==> src/wwd_map.svh <==
// Purpose: Register map, field positions, reset values and counts of the window watchdog
// Assumes: Byte addressed 32-bit register words on a classic Wishbone slave
// Notes:   Definitions only
`ifndef WWD_MAP_SVH
`define WWD_MAP_SVH

// Register byte offsets
`define WWD_OFF_CTRL_COUNT   4'h0
`define WWD_OFF_CTRL_CONFIG  4'h4
`define WWD_OFF_STATUS       4'h8

// Control count register fields
`define WWD_EN_BIT           7
`define WWD_CNT_MSB          6
`define WWD_CNT_LSB          0

// Control config register fields
`define WWD_WIN_MSB          6
`define WWD_WIN_LSB          0
`define WWD_PRS_MSB          9
`define WWD_PRS_LSB          7
`define WWD_IE_BIT           10

// Status register fields
`define WWD_POV_BIT          0

// Reset values
`define WWD_RST_CTRL_COUNT   32'h0000007F
`define WWD_RST_CNT          7'h7F
`define WWD_RST_WIN          7'h7F
`define WWD_RST_PRS          3'h0

// Counter thresholds
`define WWD_CNT_PREWARN      7'h40
`define WWD_CNT_UNDERFLOW    7'h3F
`define WWD_CNT_ONE          7'h01

// Base division is two to this power; seven doublings above it
`define WWD_DIV_BASE_LOG2    12
`define WWD_DIV_LEVELS_LOG2  7

`endif

==> src/wwd_pkg.sv <==
// Purpose: Types shared by the window watchdog files
// Assumes: Constants come from wwd_map.svh
// Notes:   Nothing is imported; users write wwd_pkg::name
package wwd_pkg;

    // Classic Wishbone request bundle from the master
    typedef struct packed {
        logic        cyc;
        logic        stb;
        logic        we;
        logic [3:0]  adr;
        logic [3:0]  sel;
        logic [31:0] dat;
    } wwd_wb_req_s;

    // Whole state of the watchdog core
    typedef struct packed {
        logic        en;
        logic [6:0]  cnt;
        logic [6:0]  win;
        logic [2:0]  prescale_select;
        logic        ie;
        logic        pre_overflow_flag;
        logic        rst_req;
        logic        ack;
        logic [31:0] rdata;
    } wwd_state_s;

endpackage : wwd_pkg

==> src/wwd_watchdog.sv <==
// Purpose: Window watchdog with a 7-bit down counter behind a Wishbone slave
// Assumes: Inputs synchronous to mclk; system reset drives reset_n
// Notes:   Reset request is sticky until reset_n falls
// What this block and the software driving it do
// RULE_01: Seven-bit down counter steps once per prescaled count tick.
// RULE_02: Tick divides bus clock by 4096 times two to the select, up to 524288.
// RULE_03: Counting halts in deep sleep and resumes after wake-up.
// RULE_04: Enable at bit 7, counter at bits 6:0 of control count, reset 0x7F.
// RULE_05: Off after reset, started by writing 1, never stopped by software.
// RULE_06: Reading the counter field gives the live count; writing loads it.
// RULE_07: Once enabled, counts down from the last loaded value.
// RULE_08: Reaching 0x40 sets the pre-overflow flag.
// RULE_09: Interrupt is flag and enable; enable cannot be cleared once set.
// RULE_10: Reaching 0x3F requests a system reset.
// RULE_11: Reloading while count is above window requests a system reset.
// RULE_12: Loading 0x3F or below requests a system reset.
// RULE_13: Software sets window below start count and configures before enabling.
// RULE_14: Software refreshes only at or below window and above 0x3F.
// RULE_15: Software opens the bus clock gate before any configuration.
// RULE_16: Registers sit at 0x00, 0x04 and 0x08.
// RULE_17: Prescale select lives in bits 9:7 of control config.
// RULE_18: Interrupt enable lives at bit 10 of control config.
// RULE_19: Pre-overflow flag at status bit 0, cleared by writing 0.
// RULE_20: Window value in config bits 6:0, compared with the live count.
//
// Chosen here: register access over Wishbone.
`include "wwd_map.svh"
`timescale 1ns/10ps
`default_nettype none

module wwd_watchdog #(
    parameter int unsigned BASE_DIV_LOG2 = `WWD_DIV_BASE_LOG2
) (
    input  wire logic                 mclk,             // Bus clock, 25 MHz
    input  wire logic                 reset_n,          // Async reset, active low
    input  wire wwd_pkg::wwd_wb_req_s wb_req,           // Wishbone request bundle
    output logic [31:0]               wb_dat_o,         // Wishbone read data
    output logic                      wb_ack_o,         // Wishbone acknowledge
    input  wire logic                 deep_sleep,       // Deep sleep state
    output logic                      pre_overflow_irq, // Pre-overflow request
    output logic                      sys_reset_req     // System reset request
);

    wwd_pkg::wwd_state_s st;
    wwd_pkg::wwd_state_s next_st;

    logic        tick;
    logic        run;
    logic        access;
    logic        wr;
    logic        rd;
    logic        hit_count;
    logic        hit_config;
    logic        hit_status;
    logic        wr_cnt;
    logic [31:0] read_word;

    // Bus decode; a request is taken once, the ack cycle masks a repeat
    assign access     = wb_req.cyc && wb_req.stb && !st.ack;
    assign wr         = access && wb_req.we;
    assign rd         = access && !wb_req.we;
    assign hit_count  = wb_req.adr == `WWD_OFF_CTRL_COUNT;   // see RULE_16
    assign hit_config = wb_req.adr == `WWD_OFF_CTRL_CONFIG;  // see RULE_16
    assign hit_status = wb_req.adr == `WWD_OFF_STATUS;       // see RULE_16
    assign wr_cnt     = wr && hit_count && wb_req.sel[0];

    // Counting stops once a reset is asked for, so the count stays visible
    assign run = st.en && !deep_sleep && !st.rst_req; // see RULE_03

    wwd_prescaler #(
        .BASE_LOG2 (BASE_DIV_LOG2)
    ) u_prescaler (
        .mclk    (mclk),
        .reset_n (reset_n),
        .run     (run),
        .sel     (st.prescale_select),
        .tick    (tick)
    );

    // Read data mux; unmapped offsets read as zero
    always_comb begin
        read_word = 32'h00000000;
        if (hit_count) begin
            read_word[`WWD_EN_BIT]               = st.en;
            read_word[`WWD_CNT_MSB:`WWD_CNT_LSB] = st.cnt;  // see RULE_06
        end else if (hit_config) begin
            read_word[`WWD_WIN_MSB:`WWD_WIN_LSB] = st.win;
            read_word[`WWD_PRS_MSB:`WWD_PRS_LSB] = st.prescale_select;
            read_word[`WWD_IE_BIT]               = st.ie;
        end else if (hit_status) begin
            read_word[`WWD_POV_BIT] = st.pre_overflow_flag;
        end
    end

    always_comb begin
        next_st     = st;
        next_st.ack = 1'b0;

        if (access) begin
            next_st.ack = 1'b1;
        end
        if (rd) begin
            next_st.rdata = read_word;
        end

        // Control count writes
        if (wr && hit_count && wb_req.sel[0]) begin
            // Writing 0 is ignored; only a system reset turns it off
            if (wb_req.dat[`WWD_EN_BIT]) begin
                next_st.en = 1'b1; // see RULE_05
            end
            // Early refresh: count still above the window
            if (st.en && st.cnt > st.win) begin
                next_st.rst_req = 1'b1; // see RULE_11, RULE_20
            end
            if (wb_req.dat[`WWD_CNT_MSB:`WWD_CNT_LSB] <= `WWD_CNT_UNDERFLOW) begin
                next_st.rst_req = 1'b1; // see RULE_12
            end
            next_st.cnt = wb_req.dat[`WWD_CNT_MSB:`WWD_CNT_LSB]; // see RULE_06, RULE_07
        end

        // Control config writes, byte lanes 0 and 1
        if (wr && hit_config) begin
            if (wb_req.sel[0]) begin
                next_st.win    = wb_req.dat[`WWD_WIN_MSB:`WWD_WIN_LSB]; // see RULE_20
                next_st.prescale_select[0] = wb_req.dat[`WWD_PRS_LSB];              // see RULE_17
            end
            if (wb_req.sel[1]) begin
                next_st.prescale_select[2:1] = wb_req.dat[`WWD_PRS_MSB:`WWD_PRS_LSB+1]; // see RULE_17
                // Enable can be set but never cleared
                if (wb_req.dat[`WWD_IE_BIT]) begin
                    next_st.ie = 1'b1; // see RULE_09, RULE_18
                end
            end
        end

        // Status write: 0 clears the flag, 1 leaves it
        if (wr && hit_status && wb_req.sel[0] && !wb_req.dat[`WWD_POV_BIT]) begin
            next_st.pre_overflow_flag = 1'b0; // see RULE_19
        end

        // Count step; a load in the same cycle wins over the tick
        if (tick && !wr_cnt) begin
            next_st.cnt = st.cnt - `WWD_CNT_ONE; // see RULE_01, RULE_07
            // Set after the clear so a same-cycle event is kept
            if (next_st.cnt == `WWD_CNT_PREWARN) begin
                next_st.pre_overflow_flag = 1'b1; // see RULE_08
            end
            if (next_st.cnt == `WWD_CNT_UNDERFLOW) begin
                next_st.rst_req = 1'b1; // see RULE_10
            end
        end
    end

    always_ff @(posedge mclk or negedge reset_n) begin
        if (!reset_n) begin
            st.en      <= 1'b0;          // see RULE_05
            st.cnt     <= `WWD_RST_CNT;  // see RULE_04
            st.win     <= `WWD_RST_WIN;
            st.prescale_select     <= `WWD_RST_PRS;
            st.ie      <= 1'b0;
            st.pre_overflow_flag     <= 1'b0;
            st.rst_req <= 1'b0;
            st.ack     <= 1'b0;
            st.rdata   <= 32'h00000000;
        end else begin
            st <= next_st;
        end
    end

    assign wb_dat_o         = st.rdata;
    assign wb_ack_o         = st.ack;
    assign pre_overflow_irq = st.pre_overflow_flag && st.ie; // see RULE_09
    assign sys_reset_req    = st.rst_req;
endmodule : wwd_watchdog
`default_nettype wire

==> src/wwd_prescaler.sv <==
// Purpose: Power-of-two prescaler making the count tick from mclk
// Assumes: sel steps the divider from 2**BASE_LOG2 up to 2**(BASE_LOG2+7)
// Notes:   Fraction is held, not cleared, while run is low
`include "wwd_map.svh"
`timescale 1ns/10ps
`default_nettype none

module wwd_prescaler #(
    parameter int unsigned BASE_LOG2 = `WWD_DIV_BASE_LOG2
) (
    input  wire logic       mclk,     // Bus clock
    input  wire logic       reset_n,  // Async reset, active low
    input  wire logic       run,      // Count enable
    input  wire logic [2:0] sel,      // Division select
    output logic            tick      // One-cycle count tick
);
    localparam int unsigned W = BASE_LOG2 + `WWD_DIV_LEVELS_LOG2;

    typedef struct packed {
        logic [W-1:0] cnt;
        logic         tick;
    } wwd_psc_s;

    wwd_psc_s     st;
    wwd_psc_s     next_st;
    logic [W-1:0] last;

    // Ones in the low BASE_LOG2+sel bits
    assign last = {W{1'b1}} >> (3'd7 - sel); // see RULE_02

    always_comb begin
        next_st      = st;
        next_st.tick = 1'b0;
        if (run) begin
            // A shorter divide picked mid-count wraps at once
            if (st.cnt >= last) begin // see RULE_02
                next_st.cnt  = '0;
                next_st.tick = 1'b1;
            end else begin
                next_st.cnt = st.cnt + W'(1);
            end
        end
    end

    always_ff @(posedge mclk or negedge reset_n) begin
        if (!reset_n) begin
            st <= '0;
        end else begin
            st <= next_st;
        end
    end

    assign tick = st.tick;
endmodule : wwd_prescaler
`default_nettype wire

==> config.mk <==
export PLATFORM = sky130hd
export DESIGN_NAME = wwd_watchdog
export DESIGN_NICKNAME = d
export VERILOG_FILES = /design/src/wwd_pkg.sv /design/src/wwd_watchdog.sv /design/src/wwd_prescaler.sv
export VERILOG_INCLUDE_DIRS = /design/src
export SDC_FILE = /design/constraint.sdc
export NUM_CORES = 1
export LEC_CHECK = 0
export CAP_MARGIN = 20
export CORE_MARGIN = 5
export CORE_UTILIZATION = 34
export DETAILED_ROUTE_END_ITERATION = 8
export DONT_BUFFER_PORTS = 1
export GPL_TIMING_DRIVEN = 0
export SETUP_SLACK_MARGIN = 0.3
export SLEW_MARGIN = 20
export SYNTH_ARGS = -nofsm -noshare
export SYNTH_HDL_FRONTEND = slang
export SYNTH_SLANG_ARGS = --single-unit
export TNS_END_PERCENT = 10
==> constraint.sdc <==
create_clock -name mclk -period 2.2 [get_ports mclk]
set_clock_uncertainty 0.15 [all_clocks]
set_input_delay 0.66 -clock mclk [delete_from_list [all_inputs] [get_ports mclk]]
set_output_delay 0.66 -clock mclk [all_outputs]
set_load 0.01 [all_outputs]
==> results.py <==
metrics = {
    "timing": {
        "worst_slack_ps": -30.26,
        "slew_viol_final": 0,
        "rsz0062_at_grt": "yes",
        "setup_viol": 5,
        "finalCritPeriodShare_pct": 101.4,
        "period_needed_ps": 2230,
        "hold_viol_final": 0,
        "fmax_mhz": 448.4,
    },
    "clocking": {
        "clk_latency_ps": 310,
        "clock_sinks": 53,
        "htree_levels": 2,
        "numCtsBuffers": 5,
        "cts_root_buf": "clkbuf_8",
        "tritoncts": "built",
        "clk_pin_slew_ps": 110,
        "cts.path.max_buffers": 2,
    },
    "yosys": {
        "synth_flop_cell": "dfrtp_1",
        "synth_area_leaders": "dfrtp_1 29%, dfstp_2 11%, buf_4 7.2%, ha_1 6.8%, nand2_1 5.1%",
        "syn_area_sq_um": 3329,
        "yosysSeqAreaShare_pct": 40.36,
        "postSynthAreaPerCell_sq_um": 9.248,
        "synth_edf_count": 0,
        "async_reset_ff_share_pct": 100.0,
        "synth_warnings": 0,
        "synth_cell_types": 57,
        "synth_top_cell_area_share_pct": 29.31,
        "syn_inst": 360,
        "synth_top_cell_by_area": "dfrtp_1",
        "synth_seq_cells": 53,
    },
    "setup_path": {
        "ff2ff_setup_slack_ps": -30,
        "path_depth": 8,
        "r2r-end": "u_prescaler.st[7]$_DFFE_PN0P_",
        "crit_path_frequent_cell": "a31oi_1",
        "worstPathMaxFanout": 5,
        "cp_data_required_time_ps": 2290,
        "crit_type": "reg -> reg",
        "r2r_cells": 8,
        "cp.arrival_ps": 2320,
        "startpoint": "st[36]$_DFFE_PN0P_",
        "reg2reg_from": "st[36]$_DFFE_PN0P_",
        "endpoint": "u_prescaler.st[7]$_DFFE_PN0P_",
        "startpoint_type": "flip-flop",
        "critical-path-max-stage-delay_ps": 490,
        "worst_setup_path_end_kind": "flip-flop",
        "critical_path.top_delay_family": "compound AO/OA/AOI/OAI gates",
        "critPathSlowestCell": "dfrtp_2",
        "path_buf_inv": 1,
        "crit_chain": "o21ai_2 > ha_4 > a21oi_2 > o21ai_4 > a211oi_4 > buf_4 > a31oi_1 > a31oi_1",
    },
    "routing": {
        "final_antenna_net_count": 0,
        "wl_met2_mm": 3.569,
        "via_per_inst": 4.983,
        "drt-pass1-iter-count": 5,
        "drt_wl_total_mm": 7.652,
        "drc": 0,
        "top_layer": "met4",
        "wl_met3_um": 564,
        "num_vias": 2631,
        "wl_met1_mm": 3.469,
        "post_drt_wl_per_cell_um": 14.49,
        "drtIter0Drc": 104,
    },
    "status": {
        "violations": "setup timing",
        "status": "finished, violations left",
    },
    "grt": {
        "grt_pass1_wl_mm": 12.44,
        "first_global_vias": 2492,
        "grt_max_degree": 40,
        "gr-total-overflow": 0,
        "antenna_found_initial": 0,
        "grt_usage_pct": 13.17,
    },
    "final_layout": {
        "layout-drive-gt1-share_pct": 30.89,
        "fin_cells": 528,
        "final_common_cell": "nand2_1",
        "nets": 458,
        "num-fill-cells": 994,
        "area_growth_pct": 19.88,
        "diodes": 0,
        "final_cell_mix": "43 x nand2_1, 37 x buf_4, 36 x dfrtp_1, 21 x conb_1, 20 x nand3_1",
    },
    "floorplanning": {
        "die_height_um": 109.0,
        "core_area_sq_um": 9639,
        "die_w_um": 109.0,
        "pin_count": 81,
        "rows": 36,
        "die_area_sq_um": 11870,
        "start_util_pct": 34.54,
    },
    "flow_run": {
        "drv_cap": 0,
    },
    "pwr": {
        "p_per_area_nw_per_um2": 526.3,
        "peakVddDrop_mv": 0.3248,
        "leakagePower_nw": 1.704,
        "total_power_w": 0.002101,
    },
    "placement": {
        "dp_cells": 513,
        "place_congestion": 0.8434,
        "io_buffers": 0,
        "dp_hpwl_mm": 5.537,
    },
    "hold_path": {
        "hp-class": "in -> async",
    },
}
## cell type report
| type | count | area, sq um | area share, % |
|---|---|---|---|
| Buffer | 43 | 319.1 | 7.994 |
| Sequential cell | 53 | 1348 | 33.76 |
| Inverter | 18 | 70.07 | 1.755 |
| Multi-Input combinational cell | 266 | 1903 | 47.68 |
| Tap cell | 133 | 166.4 | 4.169 |
| Clock inverter | 3 | 43.79 | 1.097 |
| Clock buffer | 5 | 68.82 | 1.724 |
| Timing Repair Buffer | 7 | 72.57 | 1.818 |
## worst min path at each step
stage,cells past startpoint,from,endpoint
4_1_cts,0,reset_n,st[52]$_DFFE_PN1P_
5_1_grt,0,reset_n,st[51]$_DFFE_PN1P_
6_report,1,reset_n,sys_reset_req$_DFF_PN0_
2_1_floorplan,0,reset_n,st[34]$_DFF_PN0_
3_5_place_dp,0,reset_n,u_prescaler.st[8]$_DFFE_PN0P_
3_3_place_gp,0,reset_n,u_prescaler.st[9]$_DFFE_PN0P_
## synthesized netlist by cell type, drive strengths merged (2+ instances only)
master / count
nand3: 22
nand4: 8
xnor2: 9
ha: 18
buf: 34
xor2: 7
nand3b: 2
o311ai: 3
nand2: 45
nor4: 6
o21bai: 2
a21oi: 13
o21ai: 25
inv: 18
a22oi: 7
nand2b: 3
mux2: 10
or4: 2
and2: 4
o22ai: 2
dfrtp: 39
a31oi: 4
clkbuf: 9
nor2b: 3
a21o: 2
dfstp: 14
nor2: 19
nor3: 9
o31ai: 2
## per-stage QoR
stage / util, % / TNS [ps] / area, sq um / setup slack [ps] / hold WS (ps)
2_1_floorplan: - / 0 / 3476 / 46.57 / 214.4
3_3_place_gp: 37.79 / -5113 / 3642 / -290.2 / 218.1
3_5_place_dp: 37.79 / -6552 / 3642 / -316.4 / 217.8
4_1_cts: 40.62 / -15.70 / 3915 / -9.963 / 17.08
5_1_grt: 41.41 / -1753 / 3991 / -136.8 / 7.203
6_report: 41.41 / -53.08 / 3991 / -30.26 / 22.37
## sequential cells by signal, indices dropped and copies added, names as in the netlist
| signal | cells |
|---|---|
| wb_ack_o | 1 |
| sys_reset_req | 1 |
| wb_dat_o | 11 |
| u_prescaler.st | 19 |
| st | 20 |
| u_prescaler.tick | 1 |
## logic make-up after synthesis
kind of cell	count (synthesis)	synth area share (%)
adders and majority gates	18	6.764
other	1	0.1126
xor gates and xnor gates	16	4.209
DFF	53	40.36
muxes	11	3.683
AOI/OAI and AO/OA	68	13.12
buffers and inverters	61	10.56
and+or+nand+nor	132	21.20
## repair_timing
item | CTS | global route
endpoints found under the hold margin | 39 | 0
pin swaps | 11 | 12
setup endpoints to repair | 38 | 39
hold buffers | 1 | 0
buffers inserted | 6 | 0
gates cloned | 0 | 0
gates resized for setup | 22 | 22
## where the power goes
group / total [W] / switching, W / internal [W] / leakage [nW]
logic: 0.000316 / 0.000166 / 0.000150 / 0.993
registers: 0.00109 / 0.0000580 / 0.00104 / 0.653
clock network: 0.000691 / 0.000349 / 0.000342 / 0.0585
## layer usage
| metal | up-vias | global-route usage (%) |
|---|---|---|
| li1 | 1293 | - |
| met1 | 1254 | 18.18 |
| met2 | 77 | 20.79 |
| met3 | 7 | 3.256 |
| met4 | 0 | 3.156 |
| met5 | - | 0 |
No activity file was read; power rests on OpenSTA's default activity.
